===== src/rtl/adc_ctl_pkg.sv =====
package adc_ctl_pkg;
    localparam logic [3:0] CFG_ADDR = 4'h8;
    localparam int RAM_DEPTH = 8;
    localparam logic [15:0] CFG_RESET = 16'h0000;
    localparam int BIT_RUN = 0;
    localparam int BIT_RST = 1;
    localparam int BIT_AZ = 2;
    localparam int BIT_FCAL = 3;
    localparam int BIT_STBY = 4;
    localparam int BIT_MASK = 5;
    localparam int BIT_AZEACH = 6;
    localparam int BIT_SYNCOUT = 7;
    localparam int BIT_SECT = 8;
    localparam int BIT_TEST = 10;
    localparam int BIT_DIAG = 11;
    localparam logic [1:0] SECT_CODE = 2'h0;
    localparam logic [1:0] SECT_LIM1 = 2'h1;
    localparam logic [1:0] SECT_LIM2 = 2'h2;
    localparam int LIM_SIGN_BIT = 8;
    localparam int LIM_ABOVE_BIT = 9;
    localparam int LIM_WIDTH = 10;
    localparam int CONV_SIGN_BIT = 12;
    localparam int TAG_LSB = 13;
    localparam logic [2:0] DIAG_CH_REFOUT = 3'h0;
    localparam logic [2:0] DIAG_CH_REFS = 3'h1;
    localparam logic [1:0] ROUTE_NORMAL = 2'h0;
    localparam logic [1:0] ROUTE_REFOUT_GND = 2'h1;
    localparam logic [1:0] ROUTE_REFP_REFN = 2'h2;
    localparam logic [1:0] RESET_HOLD_CYCLES = 2'h2;
    localparam int SHORT_CAL_CYCLES = 76;
    localparam int FULL_CAL_CYCLES = 4944;
    localparam int CLK_PERIOD_NS = 50;
    localparam int SETTLE_TIME_MS = 10;
    localparam int SETTLE_CYCLES = SETTLE_TIME_MS * 1000000 / CLK_PERIOD_NS;
endpackage


===== src/rtl/cal_if.sv =====
`timescale 1ns/1ps
`default_nettype none
interface cal_if;
    logic start;
    logic full;
    logic clear;
    logic enable;
    logic busy;
    logic done;
    modport ctrl(output start, output full, output clear, output enable, input busy, input done);
    modport timer(input start, input full, input clear, input enable, output busy, output done);
endinterface
`default_nettype wire


===== src/rtl/adc_sequencer_control_panel.sv =====
// Function
// - section selector picks instruction third accessed
// - limit one magnitude bits 0-7, sign 8
// - window compare: limit one, then limit two
// - limit one bit 9 selects above/below
// - limit two magnitude, sign, above/below bits
// - control register is 16-bit read/write
// - run bit reads back running status
// - run 0 stops after instruction; 1 resumes
// - reset bit stops, clears pointer, FIFO, flags
// - reset self-clears after two clocks unless standby
// - short auto-zero request deferred while instruction runs
// - short auto-zero 76 cycles, self-clears, flags
// - full calibration request deferred while instruction runs
// - full calibration 4944 cycles, self-clears, flags
// - standby gates clock, RAM stays accessible
// - leaving standby resets, then settle interrupt
// - channel mask selects sign copy or pointer tag
// - bit 6 inserts auto-zero before each conversion
// - bit 7 sets sync pin direction and behaviour
// - diagnostic only while test bit is zero
// - diagnostic routes channels 000 and 001 specially
// - standby completion after 10 ms settle delay
`timescale 1ns/1ps
`default_nettype none
module adc_sequencer_control_panel import adc_ctl_pkg::*; #(
    parameter int FULL_CAL_CYC = FULL_CAL_CYCLES,
    parameter int SETTLE_CYC = SETTLE_CYCLES
) (
    input wire logic mclk,
    input wire logic arst_n,
    input wire logic csN,
    input wire logic rdN,
    input wire logic wrN,
    input wire logic [3:0] regAddr,
    input wire logic [15:0] dataIn,
    output logic [15:0] dataOut_q,
    output logic dataOe_q,
    input wire logic instrBusy,
    input wire logic [2:0] instrPtr,
    input wire logic cmpStart,
    input wire logic windowCmp,
    input wire logic [8:0] sampleVal,
    input wire logic convActive,
    input wire logic convValid,
    input wire logic [12:0] convData,
    input wire logic [2:0] convPtr,
    input wire logic [2:0] chanCode,
    input wire logic syncIn,
    output logic syncOut_q,
    output logic syncOe_q,
    output logic syncStart_q,
    output logic seqRun_q,
    output logic seqHold_q,
    output logic seqReset_q,
    output logic clkEnable_q,
    output logic analogPowerDown_q,
    output logic autoZeroEach_q,
    output logic [15:0] fifoWord_q,
    output logic fifoWordValid_q,
    output logic limitHit1_q,
    output logic limitHit2_q,
    output logic shortCalDone_q,
    output logic fullCalDone_q,
    output logic standbyDone_q,
    output logic [1:0] diagRoute_q
);
    typedef enum logic [1:0] {CMP_IDLE, CMP_ONE, CMP_TWO} cmp_e;
    localparam int SW = $clog2(SETTLE_CYC + 1);

    function automatic logic limitCrossed(input logic [8:0] smp, input logic [9:0] lim);
        logic signed [9:0] s;
        logic signed [9:0] l;
        s = smp[LIM_SIGN_BIT] ? -$signed({2'b00, smp[7:0]}) : $signed({2'b00, smp[7:0]});
        l = lim[LIM_SIGN_BIT] ? -$signed({2'b00, lim[7:0]}) : $signed({2'b00, lim[7:0]});
        return lim[LIM_ABOVE_BIT] ? (s > l) : (s < l);
    endfunction

    logic [LIM_WIDTH-1:0] limOne [RAM_DEPTH];
    logic [LIM_WIDTH-1:0] limTwo [RAM_DEPTH];
    logic [11:5] cfgHi_q;
    logic running_q, stopReq_q, standby_q, azReq_q, fullReq_q;
    logic [1:0] rstCnt_q;
    logic wrPrev_q, syncPrev_q, calStart_q, calFull_q;
    logic [SW-1:0] settleCnt_q;
    cmp_e cmp_q;
    logic [8:0] cmpSample_q;
    logic [2:0] cmpPtr_q;

    cal_if calBus();
    cal_timer #(.SHORT_CYC(SHORT_CAL_CYCLES), .FULL_CYC(FULL_CAL_CYC)) u_cal_timer (
        .mclk(mclk),
        .arst_n(arst_n),
        .cal(calBus.timer)
    );

    // strobes are sampled as synchronous levels; acting on the leading edge keeps
    // a long write strobe from retriggering the reset count
    wire logic wrAct = !csN && !wrN;
    wire logic rdAct = !csN && !rdN;
    wire logic wrStrobe = wrAct && !wrPrev_q;
    wire logic cfgWr = wrStrobe && regAddr == CFG_ADDR;
    wire logic ramSel = !regAddr[3];
    wire logic [2:0] ramIdx = regAddr[2:0];
    wire logic [1:0] sect = cfgHi_q[BIT_SECT+1:BIT_SECT];
    wire logic limOneWr = wrStrobe && ramSel && sect == SECT_LIM1;
    wire logic limTwoWr = wrStrobe && ramSel && sect == SECT_LIM2;
    wire logic resetBit = rstCnt_q != 2'h0 || standby_q;
    wire logic stbyExit = cfgWr && standby_q && !dataIn[BIT_STBY];
    wire logic rstTrig = (cfgWr && dataIn[BIT_RST]) || stbyExit;
    wire logic calReady = (azReq_q || fullReq_q) && !calBus.busy && !calBus.done
        && !calStart_q && !instrBusy && !resetBit;
    wire logic calDoneShort = calBus.done && !calFull_q;
    wire logic calDoneFull = calBus.done && calFull_q;
    wire logic syncOutMode = cfgHi_q[BIT_SYNCOUT];
    wire logic diagOn = cfgHi_q[BIT_DIAG] && !cfgHi_q[BIT_TEST];
    wire logic [15:0] cfgRead = {4'h0, cfgHi_q, standby_q, fullReq_q, azReq_q,
        resetBit, running_q};
    wire logic [15:0] ramRead = sect == SECT_LIM1 ? {6'h00, limOne[ramIdx]} :
        sect == SECT_LIM2 ? {6'h00, limTwo[ramIdx]} : 16'h0000;
    wire logic [15:0] readVal = regAddr == CFG_ADDR ? cfgRead : ramSel ? ramRead : 16'h0000;
    wire logic [1:0] routeSel = !diagOn ? ROUTE_NORMAL :
        chanCode == DIAG_CH_REFOUT ? ROUTE_REFOUT_GND :
        chanCode == DIAG_CH_REFS ? ROUTE_REFP_REFN : ROUTE_NORMAL;
    wire logic hitOne = limitCrossed(cmpSample_q, limOne[cmpPtr_q]);
    wire logic hitTwo = limitCrossed(cmpSample_q, limTwo[cmpPtr_q]);

    assign calBus.start = calStart_q;
    assign calBus.full = calFull_q;
    // standby only freezes a running calibration; the reset count on leaving standby aborts it
    assign calBus.clear = rstCnt_q != 2'h0;
    assign calBus.enable = !standby_q;

    // limit words live outside the reset so they survive standby and soft reset
    always_ff @(posedge mclk) begin
        if (limOneWr) begin
            limOne[ramIdx] <= dataIn[LIM_WIDTH-1:0];
        end
        if (limTwoWr) begin
            limTwo[ramIdx] <= dataIn[LIM_WIDTH-1:0];
        end
    end

    always_ff @(posedge mclk or negedge arst_n) begin
        if (!arst_n) begin
            cfgHi_q <= CFG_RESET[11:5];
            standby_q <= 1'b0;
            wrPrev_q <= 1'b0;
            dataOut_q <= 16'h0000;
            dataOe_q <= 1'b0;
        end else begin
            wrPrev_q <= wrAct;
            dataOut_q <= rdAct ? readVal : 16'h0000;
            dataOe_q <= rdAct;
            if (cfgWr) begin
                cfgHi_q <= dataIn[11:5];
                standby_q <= dataIn[BIT_STBY];
            end
        end
    end

    // a power-on reset loads the count, so the reset bit reads 1 for two cycles
    always_ff @(posedge mclk or negedge arst_n) begin
        if (!arst_n) begin
            rstCnt_q <= RESET_HOLD_CYCLES;
            running_q <= 1'b0;
            stopReq_q <= 1'b0;
        end else begin
            if (rstTrig) begin
                rstCnt_q <= RESET_HOLD_CYCLES;
            end else if (rstCnt_q != 2'h0) begin
                rstCnt_q <= rstCnt_q - 2'h1;
            end
            if (resetBit || rstTrig) begin
                running_q <= 1'b0;
                stopReq_q <= 1'b0;
            end else if (cfgWr && dataIn[BIT_RUN]) begin
                running_q <= 1'b1;
                stopReq_q <= 1'b0;
            end else if (cfgWr) begin
                stopReq_q <= running_q;
            end else if (stopReq_q && !instrBusy) begin
                running_q <= 1'b0;
                stopReq_q <= 1'b0;
            end
        end
    end

    // a host write of 1 in the cycle of completion wins over the self-clear
    always_ff @(posedge mclk or negedge arst_n) begin
        if (!arst_n) begin
            azReq_q <= 1'b0;
            fullReq_q <= 1'b0;
            calStart_q <= 1'b0;
            calFull_q <= 1'b0;
            shortCalDone_q <= 1'b0;
            fullCalDone_q <= 1'b0;
        end else begin
            calStart_q <= calReady;
            if (calReady) begin
                calFull_q <= !azReq_q;
            end
            shortCalDone_q <= calDoneShort;
            fullCalDone_q <= calDoneFull;
            if (resetBit) begin
                azReq_q <= 1'b0;
                fullReq_q <= 1'b0;
            end else begin
                azReq_q <= (cfgWr && dataIn[BIT_AZ]) || (azReq_q && !calDoneShort);
                fullReq_q <= (cfgWr && dataIn[BIT_FCAL]) || (fullReq_q && !calDoneFull);
            end
        end
    end

    always_ff @(posedge mclk or negedge arst_n) begin
        if (!arst_n) begin
            settleCnt_q <= '0;
            standbyDone_q <= 1'b0;
        end else begin
            standbyDone_q <= settleCnt_q == SW'(1) && !standby_q;
            if (stbyExit) begin
                settleCnt_q <= SW'(SETTLE_CYC);
            end else if (standby_q) begin
                settleCnt_q <= '0;
            end else if (settleCnt_q != '0) begin
                settleCnt_q <= settleCnt_q - 1'b1;
            end
        end
    end

    // both limits are checked against one held sample, one after the other
    always_ff @(posedge mclk or negedge arst_n) begin
        if (!arst_n) begin
            cmp_q <= CMP_IDLE;
            cmpSample_q <= 9'h000;
            cmpPtr_q <= 3'h0;
            limitHit1_q <= 1'b0;
            limitHit2_q <= 1'b0;
        end else begin
            limitHit1_q <= cmp_q == CMP_ONE && hitOne;
            limitHit2_q <= cmp_q == CMP_TWO && hitTwo;
            unique case (cmp_q)
                CMP_IDLE: begin
                    if (cmpStart && windowCmp && clkEnable_q) begin
                        cmp_q <= CMP_ONE;
                        cmpSample_q <= sampleVal;
                        cmpPtr_q <= instrPtr;
                    end
                end
                CMP_ONE: cmp_q <= CMP_TWO;
                CMP_TWO: cmp_q <= CMP_IDLE;
                default: cmp_q <= CMP_IDLE;
            endcase
        end
    end

    always_ff @(posedge mclk or negedge arst_n) begin
        if (!arst_n) begin
            seqRun_q <= 1'b0;
            seqHold_q <= 1'b1;
            seqReset_q <= 1'b1;
            clkEnable_q <= 1'b1;
            analogPowerDown_q <= 1'b0;
            autoZeroEach_q <= 1'b0;
            syncPrev_q <= 1'b0;
            syncOut_q <= 1'b0;
            syncOe_q <= 1'b0;
            syncStart_q <= 1'b0;
            fifoWord_q <= 16'h0000;
            fifoWordValid_q <= 1'b0;
            diagRoute_q <= ROUTE_NORMAL;
        end else begin
            seqRun_q <= running_q;
            seqHold_q <= calBus.busy || calStart_q || resetBit;
            seqReset_q <= resetBit;
            clkEnable_q <= !standby_q;
            analogPowerDown_q <= standby_q;
            autoZeroEach_q <= cfgHi_q[BIT_AZEACH];
            syncPrev_q <= syncIn;
            syncOut_q <= syncOutMode && convActive;
            syncOe_q <= syncOutMode;
            syncStart_q <= !syncOutMode && syncIn && !syncPrev_q && !standby_q;
            fifoWord_q <= {cfgHi_q[BIT_MASK] ? {3{convData[CONV_SIGN_BIT]}} : convPtr,
                convData};
            fifoWordValid_q <= convValid;
            diagRoute_q <= routeSel;
        end
    end
endmodule
`default_nettype wire


===== src/rtl/cal_timer.sv =====
`timescale 1ns/1ps
`default_nettype none
module cal_timer import adc_ctl_pkg::*; #(
    parameter int SHORT_CYC = SHORT_CAL_CYCLES,
    parameter int FULL_CYC = FULL_CAL_CYCLES
) (
    input wire logic mclk,
    input wire logic arst_n,
    cal_if.timer cal
);
    // sized for the longer of the two runs, so a short full count cannot truncate the short one
    localparam int CW = $clog2((FULL_CYC > SHORT_CYC ? FULL_CYC : SHORT_CYC) + 1);
    logic [CW-1:0] cnt_q;
    logic busy_q;
    logic done_q;
    wire logic [CW-1:0] loadVal = cal.full ? CW'(FULL_CYC - 1) : CW'(SHORT_CYC - 1);

    // the count freezes while the clock is gated off; leaving standby is a reset, which aborts it
    always_ff @(posedge mclk or negedge arst_n) begin
        if (!arst_n) begin
            cnt_q <= '0;
            busy_q <= 1'b0;
            done_q <= 1'b0;
        end else begin
            done_q <= 1'b0;
            if (cal.clear) begin
                busy_q <= 1'b0;
            end else if (cal.start) begin
                busy_q <= 1'b1;
                cnt_q <= loadVal;
            end else if (busy_q && cal.enable) begin
                if (cnt_q == '0) begin
                    busy_q <= 1'b0;
                    done_q <= 1'b1;
                end else begin
                    cnt_q <= cnt_q - 1'b1;
                end
            end
        end
    end
    assign cal.busy = busy_q;
    assign cal.done = done_q;
endmodule
`default_nettype wire

===== config.mk =====
export PLATFORM = sky130hd
export DESIGN_NAME = adc_sequencer_control_panel
export DESIGN_NICKNAME = d
export VERILOG_FILES = /design/src/rtl/adc_ctl_pkg.sv /design/src/rtl/cal_if.sv /design/src/rtl/adc_sequencer_control_panel.sv /design/src/rtl/cal_timer.sv
export SDC_FILE = /design/constraint.sdc
export NUM_CORES = 1
export LEC_CHECK = 0
export ABC_AREA = 1
export BUFFER_PORTS_ARGS = -buffer_cell sky130_fd_sc_hd__buf_2
export CAP_MARGIN = 15
export CORE_MARGIN = 5
export CORE_UTILIZATION = 39
export CTS_BUF_LIST = sky130_fd_sc_hd__clkbuf_16
export DETAILED_ROUTE_END_ITERATION = 6
export MAX_ROUTING_LAYER = met4
export PLACE_DENSITY = 0.58
export SETUP_SLACK_MARGIN = 0.5
export SKIP_CTS_REPAIR_TIMING = 1
export SLEW_MARGIN = 20
export SYNTH_ARGS = -nofsm -noshare
export SYNTH_HDL_FRONTEND = slang
export SYNTH_SLANG_ARGS = --single-unit

===== constraint.sdc =====
create_clock -name mclk -period 4.1 [get_ports mclk]
set_clock_uncertainty 0.15 [all_clocks]
set_input_delay 0.82 -clock mclk [delete_from_list [all_inputs] [get_ports mclk]]
set_output_delay 0.82 -clock mclk [all_outputs]
set_load 0.02 [all_outputs]

* Yosys cells after proc, flatten, opt, wreduce, memory -nomap -nowiden
Memory sizes are Yosys's and may differ from the RTL's.
Cells that the tools add are included.
** Cells by class
- Eq/ne operators :: 10
- Order comparisons :: 4
- Mux-type cells :: 46
- Add/sub/neg operators :: 6
- Bitwise logic cells :: 1
- Reductions and logical operators :: 77
** Operator list (count)
- 10-bit 2-to-1 mux :: 6
- 18-bit 2-to-1 mux :: 3
- 13-bit 2-to-1 mux :: 4
- 1-bit logical AND :: 34
- 8-bit negation with 10-bit output :: 3
- 12-bit 2-to-1 mux :: 2
- 1-bit 2-to-1 mux :: 23
- 10-bit > comparator :: 2
- 10-bit less-than comparator :: 2
- 1-bit logical NOT :: 19
- 18-bit by 1-bit == test with 1-bit output, second input constant :: 1
- 18-bit nonzero test :: 1
- 18-bit by 1-bit subtractor with 18-bit output, second input constant :: 1
- 13-bit logical NOT :: 1
- 13-bit by 1-bit subtractor with 13-bit output, second input constant :: 1
- 2-bit 2-to-1 mux :: 6
- 3-bit nonzero test :: 4
- 1-bit logical OR :: 8
- 2-bit AND reduction :: 3
- 2-bit nonzero test :: 3
- 2-bit by 1-bit == test with 1-bit output, second input constant :: 2
- 2-bit == test, second input constant :: 2
- 4-bit == test, second input constant :: 1
- 2-bit inequality test, second input constant :: 2
- 10 further kinds :: 10
** Storage, ports and cells
- Memories kept :: 2
- Output and inout bits :: 50
- Bits in writable memories :: 160
- Register bits after elaboration :: 111
- Logic and storage cells :: 183
- Bits of input ports :: 62
** Memories
- limOne :: words 8, bits a word 10, rd ports 2, clocked after Yosys merged registers in 0, wr ports 1, line adc_sequencer_control_panel.sv:79 : logic [LIM_WIDTH-1:0] limOne [RAM_DEPTH];
- limTwo :: words 8, bits a word 10, rd ports 2, clocked after Yosys merged registers in 0, wr ports 1, line adc_sequencer_control_panel.sv:80 : logic [LIM_WIDTH-1:0] limTwo [RAM_DEPTH];

* Depth between registers and ports, before layout
- Depth after elaboration :: 10
- Gate-level depth with buffers :: 25
- Gate-level depth less buffers :: 22

* By module
A second synthesis with hierarchy kept.
** Unflattened totals
- Cells, all modules :: 1613
- Area total of the unflattened synthesis :: 13960.9 sq um
** By module, submodules not included
- adc_sequencer_control_panel :: area each 12952.4 sq um, cells each 1475, times used 1, seq. area each 7211.9 sq um
- cal_timer :: area each 1008.5 sq um, cells each 138, times used 1, seq. area each 375.4 sq um

* Worst setup path after synthesis
Ideal clock, no wire load.
- Path kind :: reg-to-reg
- Start :: register cmpPtr_q[0]
- End :: register limitHit2_q
- Setup time :: 114 ps
- Stages on the path, launching flop included :: 25
- Data arrival time :: 2478 ps
- Path buffers :: 3
- Path slack :: 1358 ps
- Clock period less this slack :: 2742 ps
- Required time :: 3836 ps
- Path through :: dfrtp_1 buf_6 inv_4 buf_6 buf_6 nand2_1 nand3_1 nand3_1 nand2_1 ha_1 nand2_1 nor2_1 nand2_1 nand3b_1 nand2_1 ha_1 nand2_1 nor2_1 o211ai_1 nand3_1 nand2_1 nand3_1 nand2_1 nand2_1 nor2_1
** Between the ends
- Word-level cells in the longest chain between the ends :: 6
- Elaborated cells on any way between the ends :: 7
- Classes of those cells :: add/sub (1); order compare (2); mux (2); reduce/logical (1); memory (1)
** Ends and longest elaborated chain
- start: declaration :: line adc_sequencer_control_panel.sv:88 : logic [2:0] cmpPtr_q;
- start signal: assignment :: line adc_sequencer_control_panel.sv:247 : cmpPtr_q <= instrPtr;
- memory read 8 x 10 bit (*)
- 8-bit negation with 10-bit output :: line adc_sequencer_control_panel.sv:75 : l = lim[LIM_SIGN_BIT] ? -$signed({2'b00, lim[7:0]}) : $signed({2'b00, lim[7:0]});
- 10-bit 2-to-1 mux :: line adc_sequencer_control_panel.sv:75
- 10-bit less-than comparator or 10-bit > comparator (tied branches) :: line adc_sequencer_control_panel.sv:76 : return lim[LIM_ABOVE_BIT] ? (s > l) : (s < l);
- 1-bit 2-to-1 mux (*) :: line adc_sequencer_control_panel.sv:76
- 1-bit logical AND (*) :: line adc_sequencer_control_panel.sv:241 : limitHit2_q <= cmp_q == CMP_TWO && hitTwo;
- end signal: assignment :: line adc_sequencer_control_panel.sv:241
- end: declaration :: line adc_sequencer_control_panel.sv:62 : output logic limitHit2_q,
Mark *: on every way between the ends. The rest lies on a longest branch, timed or not.
A chain may end at the register's enable or synchronous reset.

* Worst setup path in the final report
- Start :: register cmpPtr_q[1]
- End :: register limitHit2_q
Same word-level chain as after synthesis.

==> impl_results.md <==
- Status: finished, final reports clean
- Top Family by Delay on Critical Path: simple AND/OR/NAND/NOR gates
- Pin count of the biggest net entering global routing: 65
- Pins Over Slew Limit: 0
- Synthesized cell area: 0.0137 mm2
- Vias in the first global route: 10652
- Area occupied by multi-input gates: 0.00495 mm2
- Core area: 0.0346 mm2
- Die H: 197 um
- Clock slew seen by the registers of the worst setup and hold paths: 0.06 ns
- Relative max-transition margin: 0.421
- Critical Path Max Stage Delay: 0.49 ns
- CP startpoint: cmpPtr_q[1]
- Detail Placement HPWL: 26100 um
- LEAKAGE: 7.38 nW
- Type of destination of the critical path: flip-flop
- Crit path cell chain: buf_4 > nand3_1 > nand3_1 > nand2_1 > ha_1 > nand2_1 > nor2_1 > nand2_1 > nand2_1 > nand2_1 > nand2_1 > ha_1 > nand2_1 > nor2_1 > o211ai_1 > nand3_1 > nand2_1 > nand3_1 > nand2_1 > nand2_1 > nor2_1
- # placed instances: 2124
- Non-Filler Instances: 2184
- Unrepaired setup endpoints after global routing: false
- Worst Path Required: 4.42 ns
- Worst flop-to-flop path startpoint: cmpPtr_q[1]
- Fin crit share: 0.806
- CTS Buf Count: 31
- Reg area: 0.00759 mm2
- Initial antenna violation count: 1
- Max cap viols: 0
- CP Class: flip-flop to flip-flop
- Wirelength, routed: 38200 um
- Antenna-violating nets left: 0
- Worst-path maximum fanout: 41
- TNS Setup: 0 ns
- Gate count of the mapped netlist: 1575
- Slowest cell on crit path: buf_4
- Post-synth EDFFs: 160
- Yosys Warn Count: 0
- I/O pins: 112
- Root buffer cell: clkbuf_16
- Hold WC Path Type: primary input to asynchronous set/reset pin
- Vias post-DR: 11108
- R2r setup slk: 0.80 ns
- Layout cells sized above 1: 0.142
- Avg Vias per Cell: 5.09
- First-pass GRT wire length: 58700 um
- Worst-skew pair later-pin latency: 0.59 ns
- CTS tree: done
- DR iter-0 viols: 826
- Crit path buffers/inverters: 1
- # fillers: 3353
- Final setup vio count: 0
- Die area: 0.0389 mm2
- FMAX: 303 MHz
- Drt pass-1 iters: 5
- CTS max path bufs: 3
- Final min period: 3.30 ns
- IO Port Bufs: 103
- Worst VDD drop: 0.361 mV
- Worst path most repeated cell: nand2_1
- Initial Util: 0.395
- H-Tree Depth: 1
- Final global-route overflow total: 0
- Syn Area/Cell: 8.69 um2
- Netlist cell types: 49
- FF+latch count, synth: 271
- Clk sinks: 271
- Fin. Hold Viols: 0
- Ys async rst share: 0.410
- Overall routing resource usage: 0.196
- Area grow syn2layout: 16.5%
- Synth Flop Type: edfxtp_1
- Worst path arrival time: 3.63 ns
- Layout Nets: 1794
- Wire per inst: 17.5 um
- Num rows: 68
- PwrDens: 557 mW/mm2
- Startpoint Class: flip-flop
- Sequential element share of the synthesized area: 0.554
- Final Wtd Congestion: 0.893
- # DRC: 0
- Worst slew pin tran: 0.869 ns
- Die X: 197 um
[per-layer routing]
layer  up-vias  GRT usage  share of wire
met3        82     0.0351          0.077
met2       394      0.318           0.47
met4         0     0.0601          0.031
met1      5221      0.253           0.42
met5         -          -              0
li1       5411          -              -
[final cells by class]
type                       instances  share of cell area
inverter                         209              0.0502
antenna                            1            0.000157
timing repair buffer             157              0.0629
multi-input combinational       1035               0.310
sequential                       271               0.476
tap                              455              0.0357
clock buffer                      31              0.0487
clock inverter                    25              0.0159
[per-stage QoR]
step / utilization / setup slack (ns) / hold WS [ns] / area [um2] / total power, mW
after floorplan: - / 1.36 / 0.224 / 13700 / 5.34
after global placement: 0.428 / 0.696 / 0.240 / 14800 / 6.03
after detailed placement: 0.429 / 0.614 / 0.244 / 14800 / 6.09
after CTS: 0.458 / 0.614 / 0.164 / 15900 / 8.89
after global routing: 0.460 / 0.520 / 0.164 / 15900 / 9.47
final: 0.460 / 0.797 / 0.186 / 15900 / 8.88
[flip-flops by register name, summed over array words and instances, names as in the netlist, 7 cells and up]
name and flops:
cfgHi_q 7, cmpSample_q 9, dataOut_q 12, fifoWord_q 16, limOne 80, limTwo 80, settleCnt_q 18, u_cal_timer.cnt_q 13
[cell families after synthesis]
logic type / synth area share
compound gates: 0.0988
xor+xnor: 0.0128
fa+ha+maj: 0.0247
buf+inv: 0.0855
flops: 0.554
other cells: 0.000274
simple gates: 0.224
[cells in the mapped netlist (3+ instances only)]
| cell type | n | area (um2) |
|---|---|---|
| o21ai_1 | 13 | 65.1 |
| o22ai_1 | 25 | 156 |
| xnor2_1 | 4 | 35.0 |
| clkbuf_1 | 13 | 48.8 |
| buf_4 | 9 | 67.6 |
| dfstp_2 | 4 | 105 |
| buf_2 | 30 | 150 |
| ha_1 | 27 | 338 |
| xor2_1 | 16 | 140 |
| nand2_1 | 426 | 1600 |
| o211ai_1 | 16 | 120 |
| nor2_1 | 155 | 582 |
| inv_1 | 199 | 747 |
| o21ai_0 | 113 | 566 |
| buf_6 | 10 | 113 |
| inv_2 | 9 | 33.8 |
| nand4_1 | 11 | 68.8 |
| o21ai_2 | 3 | 26.3 |
| edfxtp_1 | 160 | 4800 |
| nand3_1 | 105 | 526 |
| dfrtp_1 | 107 | 2680 |
| nand3b_1 | 5 | 37.5 |
| nor4_1 | 3 | 18.8 |
| nor3_1 | 15 | 75.1 |
| nand2_2 | 5 | 31.3 |
| nor2_2 | 4 | 25.0 |
| a21oi_1 | 61 | 305 |
[worst paths after layout]
path | endpoint | depth (start not counted)
max | limitHit2_q | 21
min | cmpPtr_q[0] | 1
max reg2reg | limitHit2_q | 21
min reg2reg | syncStart_q | 1
max in group asynchronous | rstCnt_q[1] | 2
min in group mclk | fifoWord_q[1] | 1
[where the power goes]
part	internal (mW)	total, mW	switching, mW
clock	1.63	2.78	1.15
combinational	0.983	2.86	1.88
sequential	3.09	3.23	0.139
[layout by cell type, fill, tap and decap left out, drive strengths merged]
cell type,Yosys,final
edfxtp,160,160
nand3,107,107
o31ai,1,1
xor2,16,16
o21a,2,2
clkinvlp,0,6
diode,0,1
a21oi,61,61
clkinv,0,12
a211oi,1,1
xnor2,4,4
nand2,431,431
o211ai,16,16
a31oi,2,2
ha,27,27
o2111ai,1,1
o21bai,3,3
nand3b,5,5
nor3,17,17
and3,1,1
o22ai,25,25
nand4,11,11
bufinv,0,4
dfstp,4,4
nor4b,1,1
nor3b,1,1
and2,2,2
a221oi,1,1
o21ai,129,129
conb,1,4
dfrtp,107,107
o41ai,1,1
clkbuf,13,32
nor2,160,160
nor4,3,3
inv,209,212
or2,2,2
buf,50,156
(Power assumes the default switching activity.)
